===== src/shared/sdm_pkg.sv =====
// Overview of operation
// over-current on any buffer sets overload flag; after assert debounce, outputs tri-state
// after release debounce, outputs re-enable and over-current is checked again
// overload still present after eight checks: outputs stay off, static flag set
// static overload leaves only on reset or host clear write; outputs re-enabled
// receiver coil shorts or open coil set temporary receiver coil flag
// transmitter coil failure asserts temporary transmitter coil flag
// temperature warning or failure reported through temporary junction temperature flag
// internal supply failure sets latched static supply flag
// gain control at either programmed limit asserts temporary gain flag
// internal digital error sets latched static digital flag
// self-test runs only at start-up; failure sets latched self-test flag
// protected words carry code correcting single and detecting double bit errors
// any single or double bit code error raises an alarm flag
// oscillator frequency measured internally, stored as proportional register value
// host programs bounds; outside them raises oscillator frequency alarm
// continuous checks evaluated repeatedly; start-up checks evaluated once only
// temporary flags follow condition; static flags hold until reset or host clear
// saturating overload check counter, reset on pass or static clear
package sdm_pkg;
  // ---------------------------------------------------------------
  // register map (byte addresses)
  // ---------------------------------------------------------------
  localparam logic [7:0] ADDR_FLAGS = 8'h00;
  localparam logic [7:0] ADDR_IRQ_STAT = 8'h04;
  localparam logic [7:0] ADDR_IRQ_MASK = 8'h08;
  localparam logic [7:0] ADDR_STATIC_CLR = 8'h0C;
  localparam logic [7:0] ADDR_FREQ_MEAS = 8'h10;
  localparam logic [7:0] ADDR_FREQ_LO = 8'h14;
  localparam logic [7:0] ADDR_FREQ_HI = 8'h18;
  localparam logic [7:0] ADDR_ECC_DATA = 8'h1C;
  localparam logic [7:0] ADDR_ECC_CODE = 8'h20;
  localparam logic [7:0] ADDR_ECC_READ = 8'h24;
  localparam logic [7:0] ADDR_OVL_CNT = 8'h28;
  // ---------------------------------------------------------------
  // flag bit positions
  // ---------------------------------------------------------------
  localparam int FLAG_W = 11;
  localparam int B_OVL = 0;
  localparam int B_OVL_STATIC = 1;
  localparam int B_RX_COIL = 2;
  localparam int B_TX_COIL = 3;
  localparam int B_TEMP = 4;
  localparam int B_SUPPLY = 5;
  localparam int B_AGC = 6;
  localparam int B_DIGITAL = 7;
  localparam int B_BIST = 8;
  localparam int B_ECC = 9;
  localparam int B_FREQ = 10;
  localparam logic [FLAG_W-1:0] STATIC_MASK = 11'h3A2;
  // ---------------------------------------------------------------
  // timing and reset values
  // ---------------------------------------------------------------
  localparam int CLK_MHZ = 125;
  localparam int ASSERT_DEB_US = 10;
  localparam int RELEASE_DEB_US = 100;
  localparam int ASSERT_DEB_CYC = ASSERT_DEB_US * CLK_MHZ;
  localparam int RELEASE_DEB_CYC = RELEASE_DEB_US * CLK_MHZ;
  localparam int OVL_CHECKS = 8;
  localparam logic [15:0] FREQ_LO_RST = 16'h0000;
  localparam logic [15:0] FREQ_HI_RST = 16'hFFFF;
  localparam logic [1:0] RESP_OKAY = 2'h0;
  localparam logic [1:0] RESP_SLVERR = 2'h2;
  // fault inputs from the analog side
  typedef struct packed {
    logic rx_short_between;
    logic rx_short_gnd;
    logic rx_short_vdd;
    logic rx_open;
    logic tx_fail;
    logic temp_warn;
    logic temp_fail;
    logic supply_fail;
    logic agc_at_min;
    logic agc_at_max;
    logic digital_err;
  } sdm_fault_s;
  typedef enum logic [1:0] {OVL_RUN, OVL_ASSERT, OVL_OFF, OVL_LOCK} sdm_ovl_e;
endpackage


===== src/rtl/sdm_monitor.sv =====
module sdm_monitor #(
  parameter int ASSERT_CYC = sdm_pkg::ASSERT_DEB_CYC,
  parameter int RELEASE_CYC = sdm_pkg::RELEASE_DEB_CYC,
  parameter int FREQ_W = 16
) (
  input wire logic i_clk,
  input wire logic i_rst_n,
  input wire logic [3:0] i_overload_current_limit,
  input wire sdm_pkg::sdm_fault_s i_fault,
  input wire logic i_bist_done,
  input wire logic i_bist_fail,
  input wire logic i_osc_tick,
  input wire logic i_meas_window,
  output logic [3:0] o_out_en,
  output logic o_irq,
  input wire logic [7:0] i_awaddr,
  input wire logic i_awvalid,
  output logic o_awready,
  input wire logic [31:0] i_wdata,
  input wire logic [3:0] i_wstrb,
  input wire logic i_wvalid,
  output logic o_wready,
  output logic [1:0] o_bresp,
  output logic o_bvalid,
  input wire logic i_bready,
  input wire logic [7:0] i_araddr,
  input wire logic i_arvalid,
  output logic o_arready,
  output logic [31:0] o_rdata,
  output logic [1:0] o_rresp,
  output logic o_rvalid,
  input wire logic i_rready
);
  import sdm_pkg::*;

  // ---------------------------------------------------------------
  // axi4-lite slave
  // ---------------------------------------------------------------
  logic aw_hold_q, w_hold_q;
  logic [7:0] awaddr_q;
  logic [31:0] wdata_q;
  logic [3:0] wstrb_q;
  logic bvalid_q, rvalid_q;
  logic [1:0] bresp_q, rresp_q;
  logic [31:0] rdata_q;
  logic wr_fire;
  logic [7:0] wa;
  logic [31:0] wd;
  logic wr_ok;

  assign o_awready = !aw_hold_q && !bvalid_q;
  assign o_wready = !w_hold_q && !bvalid_q;
  assign o_arready = !rvalid_q;
  assign o_bvalid = bvalid_q;
  assign o_bresp = bresp_q;
  assign o_rvalid = rvalid_q;
  assign o_rdata = rdata_q;
  assign o_rresp = rresp_q;
  // write executes once address and data have both arrived
  assign wr_fire = (aw_hold_q || (i_awvalid && o_awready)) &&
                   (w_hold_q || (i_wvalid && o_wready)) && !bvalid_q;
  assign wa = aw_hold_q ? awaddr_q : i_awaddr;
  assign wd = w_hold_q ? wdata_q : i_wdata;
  assign wr_ok = wa == ADDR_IRQ_STAT || wa == ADDR_IRQ_MASK || wa == ADDR_STATIC_CLR ||
                 wa == ADDR_FREQ_LO || wa == ADDR_FREQ_HI || wa == ADDR_ECC_DATA ||
                 wa == ADDR_ECC_CODE;
  logic [3:0] ws;
  assign ws = w_hold_q ? wstrb_q : i_wstrb;
  logic wr_clr, wr_mask, wr_lo, wr_hi, wr_istat, wr_ed, wr_ec;
  assign wr_istat = wr_fire && wa == ADDR_IRQ_STAT;
  assign wr_mask = wr_fire && wa == ADDR_IRQ_MASK;
  assign wr_clr = wr_fire && wa == ADDR_STATIC_CLR;
  assign wr_lo = wr_fire && wa == ADDR_FREQ_LO;
  assign wr_hi = wr_fire && wa == ADDR_FREQ_HI;
  assign wr_ed = wr_fire && wa == ADDR_ECC_DATA;
  assign wr_ec = wr_fire && wa == ADDR_ECC_CODE;
  logic lock_clr;
  assign lock_clr = wr_clr && ws[0] && wd[B_OVL_STATIC];

  // write channel capture and response
  always_ff @(posedge i_clk or negedge i_rst_n) begin
    if (!i_rst_n) begin
      aw_hold_q <= 1'b0;
      w_hold_q <= 1'b0;
      awaddr_q <= 8'h00;
      wdata_q <= 32'h00000000;
      wstrb_q <= 4'h0;
      bvalid_q <= 1'b0;
      bresp_q <= RESP_OKAY;
    end else begin
      if (wr_fire) begin
        aw_hold_q <= 1'b0;
        w_hold_q <= 1'b0;
        bvalid_q <= 1'b1;
        bresp_q <= wr_ok ? RESP_OKAY : RESP_SLVERR;
      end else begin
        if (i_awvalid && o_awready) begin
          aw_hold_q <= 1'b1;
          awaddr_q <= i_awaddr;
        end
        if (i_wvalid && o_wready) begin
          w_hold_q <= 1'b1;
          wdata_q <= i_wdata;
          wstrb_q <= i_wstrb;
        end
        if (bvalid_q && i_bready) begin
          bvalid_q <= 1'b0;
        end
      end
    end
  end

  // ---------------------------------------------------------------
  // overload protection
  // ---------------------------------------------------------------
  sdm_ovl_e ovl_q;
  logic [31:0] deb_q;
  logic [3:0] chk_q;
  logic ovl_any;
  assign ovl_any = |i_overload_current_limit;

  // debounce, retry and lock-out sequencer
  always_ff @(posedge i_clk or negedge i_rst_n) begin
    if (!i_rst_n) begin
      ovl_q <= OVL_RUN;
      deb_q <= 32'h00000000;
      chk_q <= 4'h0;
    end else begin
      case (ovl_q)
        OVL_RUN: begin
          deb_q <= 32'h00000000;
          if (ovl_any) begin
            ovl_q <= OVL_ASSERT;
          end else if (o_out_en == 4'hF) begin
            chk_q <= 4'h0;
          end
        end
        OVL_ASSERT: begin
          if (!ovl_any) begin
            ovl_q <= OVL_RUN;
            deb_q <= 32'h00000000;
          end else if (deb_q >= 32'(ASSERT_CYC - 1)) begin
            ovl_q <= OVL_OFF;
            deb_q <= 32'h00000000;
            if (chk_q >= 4'(OVL_CHECKS)) begin
              ovl_q <= OVL_LOCK;
            end
          end else begin
            deb_q <= deb_q + 32'h00000001;
          end
        end
        OVL_OFF: begin
          if (deb_q >= 32'(RELEASE_CYC - 1)) begin
            ovl_q <= OVL_RUN;
            deb_q <= 32'h00000000;
            if (chk_q != 4'(OVL_CHECKS)) begin
              chk_q <= chk_q + 4'h1;
            end
          end else begin
            deb_q <= deb_q + 32'h00000001;
          end
        end
        OVL_LOCK: begin
          if (lock_clr) begin
            ovl_q <= OVL_RUN;
            chk_q <= 4'h0;
          end
        end
        default: ovl_q <= OVL_RUN;
      endcase
    end
  end

  // outputs driven only while running or in assert debounce
  always_ff @(posedge i_clk or negedge i_rst_n) begin
    if (!i_rst_n) begin
      o_out_en <= 4'h0;
    end else begin
      o_out_en <= (ovl_q == OVL_RUN || ovl_q == OVL_ASSERT) ? 4'hF : 4'h0;
    end
  end

  // ---------------------------------------------------------------
  // start-up self-test capture
  // ---------------------------------------------------------------
  logic bist_seen_q, bist_err_q;
  always_ff @(posedge i_clk or negedge i_rst_n) begin
    if (!i_rst_n) begin
      bist_seen_q <= 1'b0;
      bist_err_q <= 1'b0;
    end else begin
      bist_err_q <= !bist_seen_q && i_bist_done && i_bist_fail;
      if (i_bist_done) begin
        bist_seen_q <= 1'b1;
      end
    end
  end

  // ---------------------------------------------------------------
  // ecc protected scratch word (hamming 16+5 plus parity)
  // ---------------------------------------------------------------
  logic [15:0] ecc_data_q;
  logic [5:0] ecc_code_q;
  logic [15:0] ecc_corr;
  logic ecc_sec, ecc_ded;

  function automatic logic [5:0] sdm_ecc_gen(input logic [15:0] d);
    logic [20:0] cw;
    logic [4:0] p;
    int k;
    cw = '0;
    p = '0;
    k = 0;
    for (int i = 1; i <= 21; i++) begin
      if ((i & (i - 1)) != 0) begin
        cw[i-1] = d[k];
        k++;
      end
    end
    for (int b = 0; b < 5; b++) begin
      for (int i = 1; i <= 21; i++) begin
        if (((i >> b) & 1) == 1) begin
          p[b] = p[b] ^ cw[i-1];
        end
      end
    end
    return {^d ^ ^p, p};
  endfunction

  // decode with single correction and double detection
  always_comb begin
    logic [5:0] rc;
    logic [4:0] syn;
    logic ov;
    int k;
    rc = sdm_ecc_gen(ecc_data_q);
    syn = rc[4:0] ^ ecc_code_q[4:0];
    ov = ^ecc_data_q ^ ^ecc_code_q;
    ecc_corr = ecc_data_q;
    k = 0;
    for (int i = 1; i <= 21; i++) begin
      if ((i & (i - 1)) != 0) begin
        if (ov && syn == 5'(i)) begin
          ecc_corr[k] = ~ecc_data_q[k];
        end
        k++;
      end
    end
    ecc_sec = ov;
    ecc_ded = !ov && syn != 5'h00;
  end

  // data write regenerates code; code write allows fault injection
  always_ff @(posedge i_clk or negedge i_rst_n) begin
    if (!i_rst_n) begin
      ecc_data_q <= 16'h0000;
      ecc_code_q <= 6'h00;
    end else if (wr_ed) begin
      ecc_data_q <= wd[15:0];
      ecc_code_q <= sdm_ecc_gen(wd[15:0]);
    end else if (wr_ec) begin
      ecc_code_q <= wd[5:0];
    end
  end

  // ---------------------------------------------------------------
  // oscillator frequency measurement
  // ---------------------------------------------------------------
  logic [FREQ_W-1:0] cnt_q, meas_q, lo_q, hi_q;
  logic win_q;
  always_ff @(posedge i_clk or negedge i_rst_n) begin
    if (!i_rst_n) begin
      cnt_q <= '0;
      meas_q <= '0;
      win_q <= 1'b0;
    end else begin
      win_q <= i_meas_window;
      if (win_q && !i_meas_window) begin
        meas_q <= cnt_q;
        cnt_q <= '0;
      end else if (i_meas_window && i_osc_tick && cnt_q != '1) begin
        cnt_q <= cnt_q + 1'b1;
      end
    end
  end

  // host programmed limits
  always_ff @(posedge i_clk or negedge i_rst_n) begin
    if (!i_rst_n) begin
      lo_q <= FREQ_W'(FREQ_LO_RST);
      hi_q <= FREQ_W'(FREQ_HI_RST);
    end else begin
      if (wr_lo) lo_q <= wd[FREQ_W-1:0];
      if (wr_hi) hi_q <= wd[FREQ_W-1:0];
    end
  end

  // ---------------------------------------------------------------
  // diagnostic flags
  // ---------------------------------------------------------------
  logic [FLAG_W-1:0] cond, flags_q;
  always_comb begin
    cond = '0;
    cond[B_OVL] = ovl_any || ovl_q != OVL_RUN;
    cond[B_OVL_STATIC] = ovl_q == OVL_LOCK && !lock_clr;
    cond[B_RX_COIL] = i_fault.rx_short_between || i_fault.rx_short_gnd ||
                      i_fault.rx_short_vdd || i_fault.rx_open;
    cond[B_TX_COIL] = i_fault.tx_fail;
    cond[B_TEMP] = i_fault.temp_warn || i_fault.temp_fail;
    cond[B_SUPPLY] = i_fault.supply_fail;
    cond[B_AGC] = i_fault.agc_at_min || i_fault.agc_at_max;
    cond[B_DIGITAL] = i_fault.digital_err;
    cond[B_BIST] = bist_err_q;
    cond[B_ECC] = ecc_sec || ecc_ded;
    cond[B_FREQ] = meas_q < lo_q || meas_q > hi_q;
  end

  // temporary bits follow, static bits latch; set beats clear
  always_ff @(posedge i_clk or negedge i_rst_n) begin
    if (!i_rst_n) begin
      flags_q <= '0;
    end else begin
      for (int i = 0; i < FLAG_W; i++) begin
        if (!STATIC_MASK[i]) begin
          flags_q[i] <= cond[i];
        end else if (cond[i]) begin
          flags_q[i] <= 1'b1;
        end else if (wr_clr && wd[i]) begin
          flags_q[i] <= 1'b0;
        end
      end
    end
  end

  // ---------------------------------------------------------------
  // interrupt status and mask
  // ---------------------------------------------------------------
  logic [FLAG_W-1:0] ist_q, imask_q;
  always_ff @(posedge i_clk or negedge i_rst_n) begin
    if (!i_rst_n) begin
      ist_q <= '0;
      imask_q <= '0;
    end else begin
      ist_q <= (ist_q & ~(wr_istat ? wd[FLAG_W-1:0] : '0)) | flags_q;
      if (wr_mask) imask_q <= wd[FLAG_W-1:0];
    end
  end

  always_ff @(posedge i_clk or negedge i_rst_n) begin
    if (!i_rst_n) begin
      o_irq <= 1'b0;
    end else begin
      o_irq <= |(ist_q & imask_q);
    end
  end

  // ---------------------------------------------------------------
  // read channel
  // ---------------------------------------------------------------
  always_ff @(posedge i_clk or negedge i_rst_n) begin
    if (!i_rst_n) begin
      rvalid_q <= 1'b0;
      rdata_q <= 32'h00000000;
      rresp_q <= RESP_OKAY;
    end else if (i_arvalid && o_arready) begin
      rvalid_q <= 1'b1;
      rresp_q <= RESP_OKAY;
      case (i_araddr)
        ADDR_FLAGS: rdata_q <= 32'(flags_q);
        ADDR_IRQ_STAT: rdata_q <= 32'(ist_q);
        ADDR_IRQ_MASK: rdata_q <= 32'(imask_q);
        ADDR_STATIC_CLR: rdata_q <= 32'h00000000;
        ADDR_FREQ_MEAS: rdata_q <= 32'(meas_q);
        ADDR_FREQ_LO: rdata_q <= 32'(lo_q);
        ADDR_FREQ_HI: rdata_q <= 32'(hi_q);
        ADDR_ECC_DATA: rdata_q <= 32'(ecc_data_q);
        ADDR_ECC_CODE: rdata_q <= 32'(ecc_code_q);
        ADDR_ECC_READ: rdata_q <= {14'h0, ecc_ded, ecc_sec, ecc_corr};
        ADDR_OVL_CNT: rdata_q <= {26'h0, ovl_q, chk_q};
        default: begin
          rdata_q <= 32'h00000000;
          rresp_q <= RESP_SLVERR;
        end
      endcase
    end else if (rvalid_q && i_rready) begin
      rvalid_q <= 1'b0;
    end
  end
endmodule


===== config.mk =====
export PLATFORM = sky130hd
export DESIGN_NAME = sdm_monitor
export DESIGN_NICKNAME = d
export VERILOG_FILES = /design/src/shared/sdm_pkg.sv /design/src/rtl/sdm_monitor.sv
export SDC_FILE = /design/constraint.sdc
export NUM_CORES = 1
export LEC_CHECK = 0
export BUFFER_PORTS_ARGS = -buffer_cell sky130_fd_sc_hd__buf_2
export CORE_MARGIN = 2
export CORE_UTILIZATION = 40
export CTS_CLUSTER_SIZE = 16
export DETAILED_ROUTE_END_ITERATION = 7
export SLEW_MARGIN = 15
export SYNTH_ARGS = -nofsm -noshare
export SYNTH_HDL_FRONTEND = slang
export SYNTH_SLANG_ARGS = --single-unit

===== constraint.sdc =====
create_clock -name i_clk -period 2.5 [get_ports i_clk]
set_clock_uncertainty 0.15 [all_clocks]
set_input_delay 0.375 -clock i_clk [delete_from_list [all_inputs] [get_ports i_clk]]
set_output_delay 0.375 -clock i_clk [all_outputs]
set_load 0.02 [all_outputs]

# --- Word-level counts from Yosys, hierarchy flattened ---
# Cells that the tools add are included.
classes:
  n_div: 0
  shift: 0
  eq_ne: 46
  magnitude_cmp: 20
  n_mul: 0
  add_sub_neg: 17
  mux: 179
  reduce_logical: 99
  bitwise: 98
op_table:
  columns: ["operator", "n"]
  rows:
  - ["$mux 32", 18]
  - ["$lt 32x6->1 const B", 15]
  - ["$add 32x2->32 const B", 14]
  - ["$pmux 18 s10", 1]
  - ["$mux 1", 107]
  - ["$pmux 32 s3", 1]
  - ["$xor 1x1->1", 76]
  - ["$mux 16", 4]
  - ["$bmux 1 s4", 15]
  - ["$eq 8x5->1 const B", 7]
  - ["$logic_and 1x1->1", 46]
  - ["$eq 5x4->1 const B", 7]
  - ["$add 32x1->32 const B", 1]
  - ["$eq 8x4->1 const B", 4]
  - ["$eq 8x6->1 const B", 4]
  - ["$ge 32x11->1 const B", 1]
  - ["$ge 32x14->1 const B", 1]
  - ["$reduce_xor 16->1", 2]
  - ["$mux 4", 7]
  - ["$eq 5x5->1 const B", 5]
  - ["$reduce_bool 2->1", 12]
  - ["$and 11x11->11", 2]
  - ["$mux 11", 2]
  - ["$reduce_or 11->1", 2]
  - ["45 further kinds", 105]
totals:
  mem_bits_rw: 0
  rom_bits: 0
  reg_bits: 230
  n_memories: 0
  out_inout_bits: 46
  in_bits: 78
  latchBits: 0

# --- Logic depth before layout (Yosys ltp) ---
depth:
  word_depth: 45
  depth_mapped: 10
  ltp_nobuf: 10

# --- Worst setup path before layout ---
# OpenSTA, ideal clock, no wires.
synth_timing:
  path_type: "flip-flop to flip-flop"
  from: "register ecc_data_q[3]"
  to: "register rdata_q[11] (netlist: o_rdata[11])"
  t_required_ns: 2.274
  path_slack_ns: -0.254
  setup_time_ns: 0.076
  n_path_buf: 1
  stages_incl_launch_ff: 10
  arrival_ns: 2.527
  cell_sequence: "dfrtp_1 buf_2 xor3_2 xnor3_2 xnor3_2 mux2i_2 and2_1 nand3_1 xor2_1 o21ai_1"
synth_between:
  elab_chain_cells: 17
  elab_cells_between_ends: 33
  classes_between: "1 x eq/ne; 6 x mux; 24 x bitwise; 2 x reduce/logical"
synth_lines:
  columns: ["item", "line_no", "source"]
  rows:
  - ["start: declaration", "sdm_monitor.sv:202", "logic [15:0] ecc_data_q;"]
  - ["start signal: assignment", "sdm_monitor.sv:259", "ecc_data_q <= wd[15:0];"]
  - ["$xor 1x1->1 (8 in series)", "sdm_monitor.sv:223", "p[b] = p[b] ^ cw[i-1];"]
  - ["$xor 5x5->5", "sdm_monitor.sv:237", "syn = rc[4:0] ^ ecc_code_q[4:0];"]
  - ["$eq 5x5->1", "sdm_monitor.sv:243", "if (ov && syn == 5'(i)) begin"]
  - ["$logic_and 1x1->1 (*)", "sdm_monitor.sv:243", null]
  - ["$mux 12 (*)", "sdm_monitor.sv:243", null]
  - ["$mux 13 (*)", "sdm_monitor.sv:243", null]
  - ["$mux 14 (*)", "sdm_monitor.sv:243", null]
  - ["$mux 15 (*)", "sdm_monitor.sv:243", null]
  - ["$mux 16 (*)", "sdm_monitor.sv:243", null]
  - ["$pmux 18 s10 (*)", "sdm_monitor.sv:368", "case (i_araddr)"]
  - ["end signal: assignment", "sdm_monitor.sv:369", "ADDR_FLAGS: rdata_q <= 32'(flags_q);"]
  - ["end signal: assignment", "sdm_monitor.sv:370", "ADDR_IRQ_STAT: rdata_q <= 32'(ist_q);"]
  - ["end signal: assignment", "sdm_monitor.sv:371", "ADDR_IRQ_MASK: rdata_q <= 32'(imask_q);"]
  - ["end: declaration", "sdm_monitor.sv:45", "logic [31:0] rdata_q;"]
# Every way passes the cells marked *; elsewhere a longest branch is shown, timed or not.
# A chain may end at the register's enable or synchronous reset.

# --- Worst setup path in the final report ---
layout_timing:
  from: "register ecc_code_q[0]"
  to: "register rdata_q[11] (netlist: o_rdata[11])"
layout_between:
  elab_chain_cells: 9
  elab_cells_between_ends: 11
  classes_between: "1 x eq/ne; 6 x mux; 2 x bitwise; 2 x reduce/logical"
layout_lines:
  columns: ["item", "line_no", "source"]
  rows:
  - ["start: declaration", "sdm_monitor.sv:203", "logic [5:0] ecc_code_q;"]
  - ["start signal: assignment", "sdm_monitor.sv:260", "ecc_code_q <= sdm_ecc_gen(wd[15:0]);"]
  - ["start signal: assignment", "sdm_monitor.sv:262", "ecc_code_q <= wd[5:0];"]
  - ["$xor 5x5->5 or $reduce_xor 6->1 (tied branches)", "sdm_monitor.sv:237, sdm_monitor.sv:238", null]
  - ["$eq 5x5->1 or $xor 1x1->1 (tied branches)", "sdm_monitor.sv:243, sdm_monitor.sv:238", null]
  - ["$logic_and 1x1->1 (*)", "sdm_monitor.sv:243", null]
  - ["$mux 12 (*)", "sdm_monitor.sv:243", null]
  - ["$mux 13 (*)", "sdm_monitor.sv:243", null]
  - ["$mux 14 (*)", "sdm_monitor.sv:243", null]
  - ["$mux 15 (*)", "sdm_monitor.sv:243", null]
  - ["$mux 16 (*)", "sdm_monitor.sv:243", null]
  - ["$pmux 18 s10 (*)", "sdm_monitor.sv:368", null]
# Marks and branches as above.

==> summary.md <==
| Metric | Value |
|---|---|
| Placer Congestion | `between 0.9 and 1` |
| RSZ-0062 raised after global routing | `yes` |
| Crit path max-delay family | `XOR/XNOR gates` |
| Fin nets | `approximately 1600` |
| DP Worst Slack | `-0.122 ns` |
| Area grow syn2layout | `24.3%` |
| Worst-Margin Slew | `about 1 ns` |
| Post-Syn Area | `between 10000 and 15000 µm²` |
| Max cap viols | `0` |
| Final Cycle Share | `101%` |
| R2r setup slk | `-0.04 ns` |
| Max incr delay on CP | `0.40 ns` |
| Commonest cells in the netlist | `195 x dfrtp_1, 160 x nor2_1, 97 x a21oi_1` |
| Global-route wire length before repair | `53.3 mm` |
| WS Path Type | `flip-flop to flip-flop` |
| Antenna Cells | `0` |
| Die Y-Extent | `178 µm` |
| Vias/cell | `between 5 and 6` |
| Crit path top cell by count | `xnor3_2` |
| Root buffer cell | `clkbuf_16` |
| Total GRT Usage | `21.6%` |
| Clock slew at reported path FFs | `~0.060 ns` |
| Synth Instances | `1234` |
| Worst skew pair latency | `roughly 0.52 ns` |
| Area after DPL | `13600 µm²` |
| Final HPWL from detailed placement | `25.3 mm` |
| Initial antenna violation count | `0` |
| Crit path cell chain | `xnor3_1 > xnor3_2 > xnor3_2 > mux2i_4 > and2_4 > nand3_2 > xor2_1 > o21ai_1` |
| Critical Path End Type | `flip-flop` |
| Grt ovf | `0` |
| Hold Violations, Final | `0` |
| CTS sink count | `211` |
| WP depth | `8` |
| Worst r2r path cells | `8` |
| Clock period minus worst slack | `2.54 ns` |
| Startpoint Class | `flip-flop` |
| Ratio of cells with drive above 1 in the final layout | `24.1%` |
| Yosys reg bits | `211` |
| Initial Utilization | `around 41%` |
| Post-layout util | `50.6%` |
| DR top layer | `met4` |
| Async set-reset flop share out of synthesis | `100%` |
| Worst hold path class | `primary input to flip-flop` |
| Max VDD drop | `0.00103 V` |
| Share of the synthesized area in the top cell type | `between 40% and 50%` |
| Crit path capture | `o_rdata[11]` |
| Max Clock Freq | `394 MHz` |
| Synth Flop Type | `dfrtp_1` |
| Register area share after synthesis | `44.0%` |
| Io pins | `124` |
| Bufs and invs on worst path | `0` |
| Slowest CP cell | `dfrtp_1` |
| Placed insts | `1761` |
| TritonCTS buffer count | `25` |
| Met2 WL post-DR | `15.9 mm` |
| Worst-path fanout max | `4` |
| Placement Rows | `63` |
| Synth area leader | `dfrtp_1` |
| CTS tree | `built` |
| PwrDens | `1280 nW/µm²` |
| Port buffer count | `between 80 and 90` |
| CTS Buffer Depth | `3` |
| Filler cell count | `2742` |
| WL met3 | `1.50 mm` |
| Endpoints failing setup | `6` |
| Largest net degree at the start of global routing | `a little under 70` |
| Post-route cell area | `15000 µm²` |
| Routed wire per std cell | `18.3 µm` |
| Drt first pass iters | `5` |
| Post-Layout Cell Count | `1842` |
| Post-DRT Antenna Nets | `0` |
| Synth unique cells | `65` |
| EDFF count, synth | `0` |
| Most frequent cell after synthesis | `dfrtp_1` |
| Reg-to-Reg Start | `ecc_code_q[0]` |
| Iteration-0 DRC Markers | `790` |
| FF+latch area | `5300 µm²` |
| Status | `complete, but fails checks` |
| Post-Route M1 WL | `~15 mm` |
| Worst flop-to-flop path endpoint | `o_rdata[11]` |
| Standard cell core area | `29600 µm²` |
| Lkg Pwr | `0.00666 µW` |
| H-tree depth | `1` |
| Routed wire length | `33.6 mm` |
| Max-slew headroom | `33.2%` |
| Required time of the critical path | `2.76 ns` |
| Syn Area/Cell | `9.77 µm²` |
| Synth warn | `0` |
| Failing checks | `negative setup slack` |
| Min setup slack post-route | `-0.0373 ns` |
| Die width | `178 µm` |
| Vias in the first global route | `9706` |
| Via count | `between 9000 and 10000` |
| Largest cells by area after synthesis | `dfrtp_1 40%, xnor2_1 5.2%, nor2_1 5.0%, ha_1 4.5%, mux2_2 4.2%` |
| Full die area | `~32000 µm²` |
| Crit path DAT | `2.80 ns` |
| Multi-input gate area | `6490 µm²` |
| PnR Total Power | `a little under 20000 µW` |
| Crit path from | `ecc_code_q[0]` |
| Final Max Slew Viols | `0` |
| Post-route DRC | `0` |
report_power, final:
group	internal [µW]	switching (µW)	total (µW)	leakage, µW
clock	2080	1420	3500	0.000379
sequential	4270	739	5010	0.00264
combinational	5300	5420	10700	0.00364
flip-flops by register name, indices dropped and copies added (netlist names), 2 cells and up:
register,cells
cnt_q,16
o_rdata,18
ecc_code_q,6
chk_q,4
ecc_data_q,16
lo_q,16
wdata_q,16
hi_q,16
deb_q,32
awaddr_q,8
flags_q,11
ist_q,11
meas_q,16
imask_q,11
ovl_q,2
routing by layer:
metal,global-route usage (%),up-vias
li1,-,4703
met1,29.3,4686
met2,35.6,262
met3,2.89,62
met4,7.17,0
met5,0,-
kinds of logic after synthesis:
group	synth area share [%]
simple gates	15.3
fa+ha+maj	4.46
compound gates	13.2
flops	44.0
mux	9.11
xor+xnor	9.53
buf+inv	4.42
other cells	0.0311
cell type report:
cell class	count	share of cell area, %
Multi-Input combinational cell	917	43.3
Inverter	48	1.20
Sequential cell	211	35.4
Timing Repair Buffer	234	11.7
Tap cell	390	3.26
Clock buffer	38	4.83
Clock inverter	4	0.301
metrics by stage:
step / hold slack (ns) / TNS, ns
floorplan: -0.0706 / -0.0381
global placement: 0.185 / -0.354
detailed placement: 0.187 / -0.879
CTS: 0.000211 / -0.145
global route: 0.0101 / -1.70
finish: 0.0199 / -0.101
worst min-delay path by stage:
stage                             end  slack (ns)   startpoint  cells after the start
after floorplan             aw_hold_q       -0.07      i_rst_n                      0
after global placement     meas_q[12]        0.19      i_rst_n                      1
after detailed placement    cnt_q[12]        0.19      i_rst_n                      1
after CTS                 awaddr_q[5]      0.0002  i_awaddr[5]                      2
after global routing       wdata_q[8]        0.01   i_wdata[8]                      2
final                      wdata_q[8]        0.02   i_wdata[8]                      2
layout by cell type (no fill, tap or decap), drive strengths merged, types with 14 or more instances in the layout:
cell / instances
nor2: 160
dfstp: 16
a22oi: 25
inv: 48
buf: 199
nand2b: 29
conb: 16
clkbuf: 38
nor3: 14
xnor2: 72
nand2: 70
and2: 18
a21oi: 97
ha: 43
mux2: 45
nand3: 23
xor2: 38
nand4: 15
mux2i: 43
o21ai: 59
dlygate4sd3: 35
dfrtp: 195
what timing repair did:
item,4_1_cts,5_1_grt
gates resized for setup,9,34
hold endpoints to repair,81,0
hold buffers,35,0
setup endpoints to repair,18,60
pin swaps,2,10
setup buffers,0,4
(Power assumes the default switching activity.)
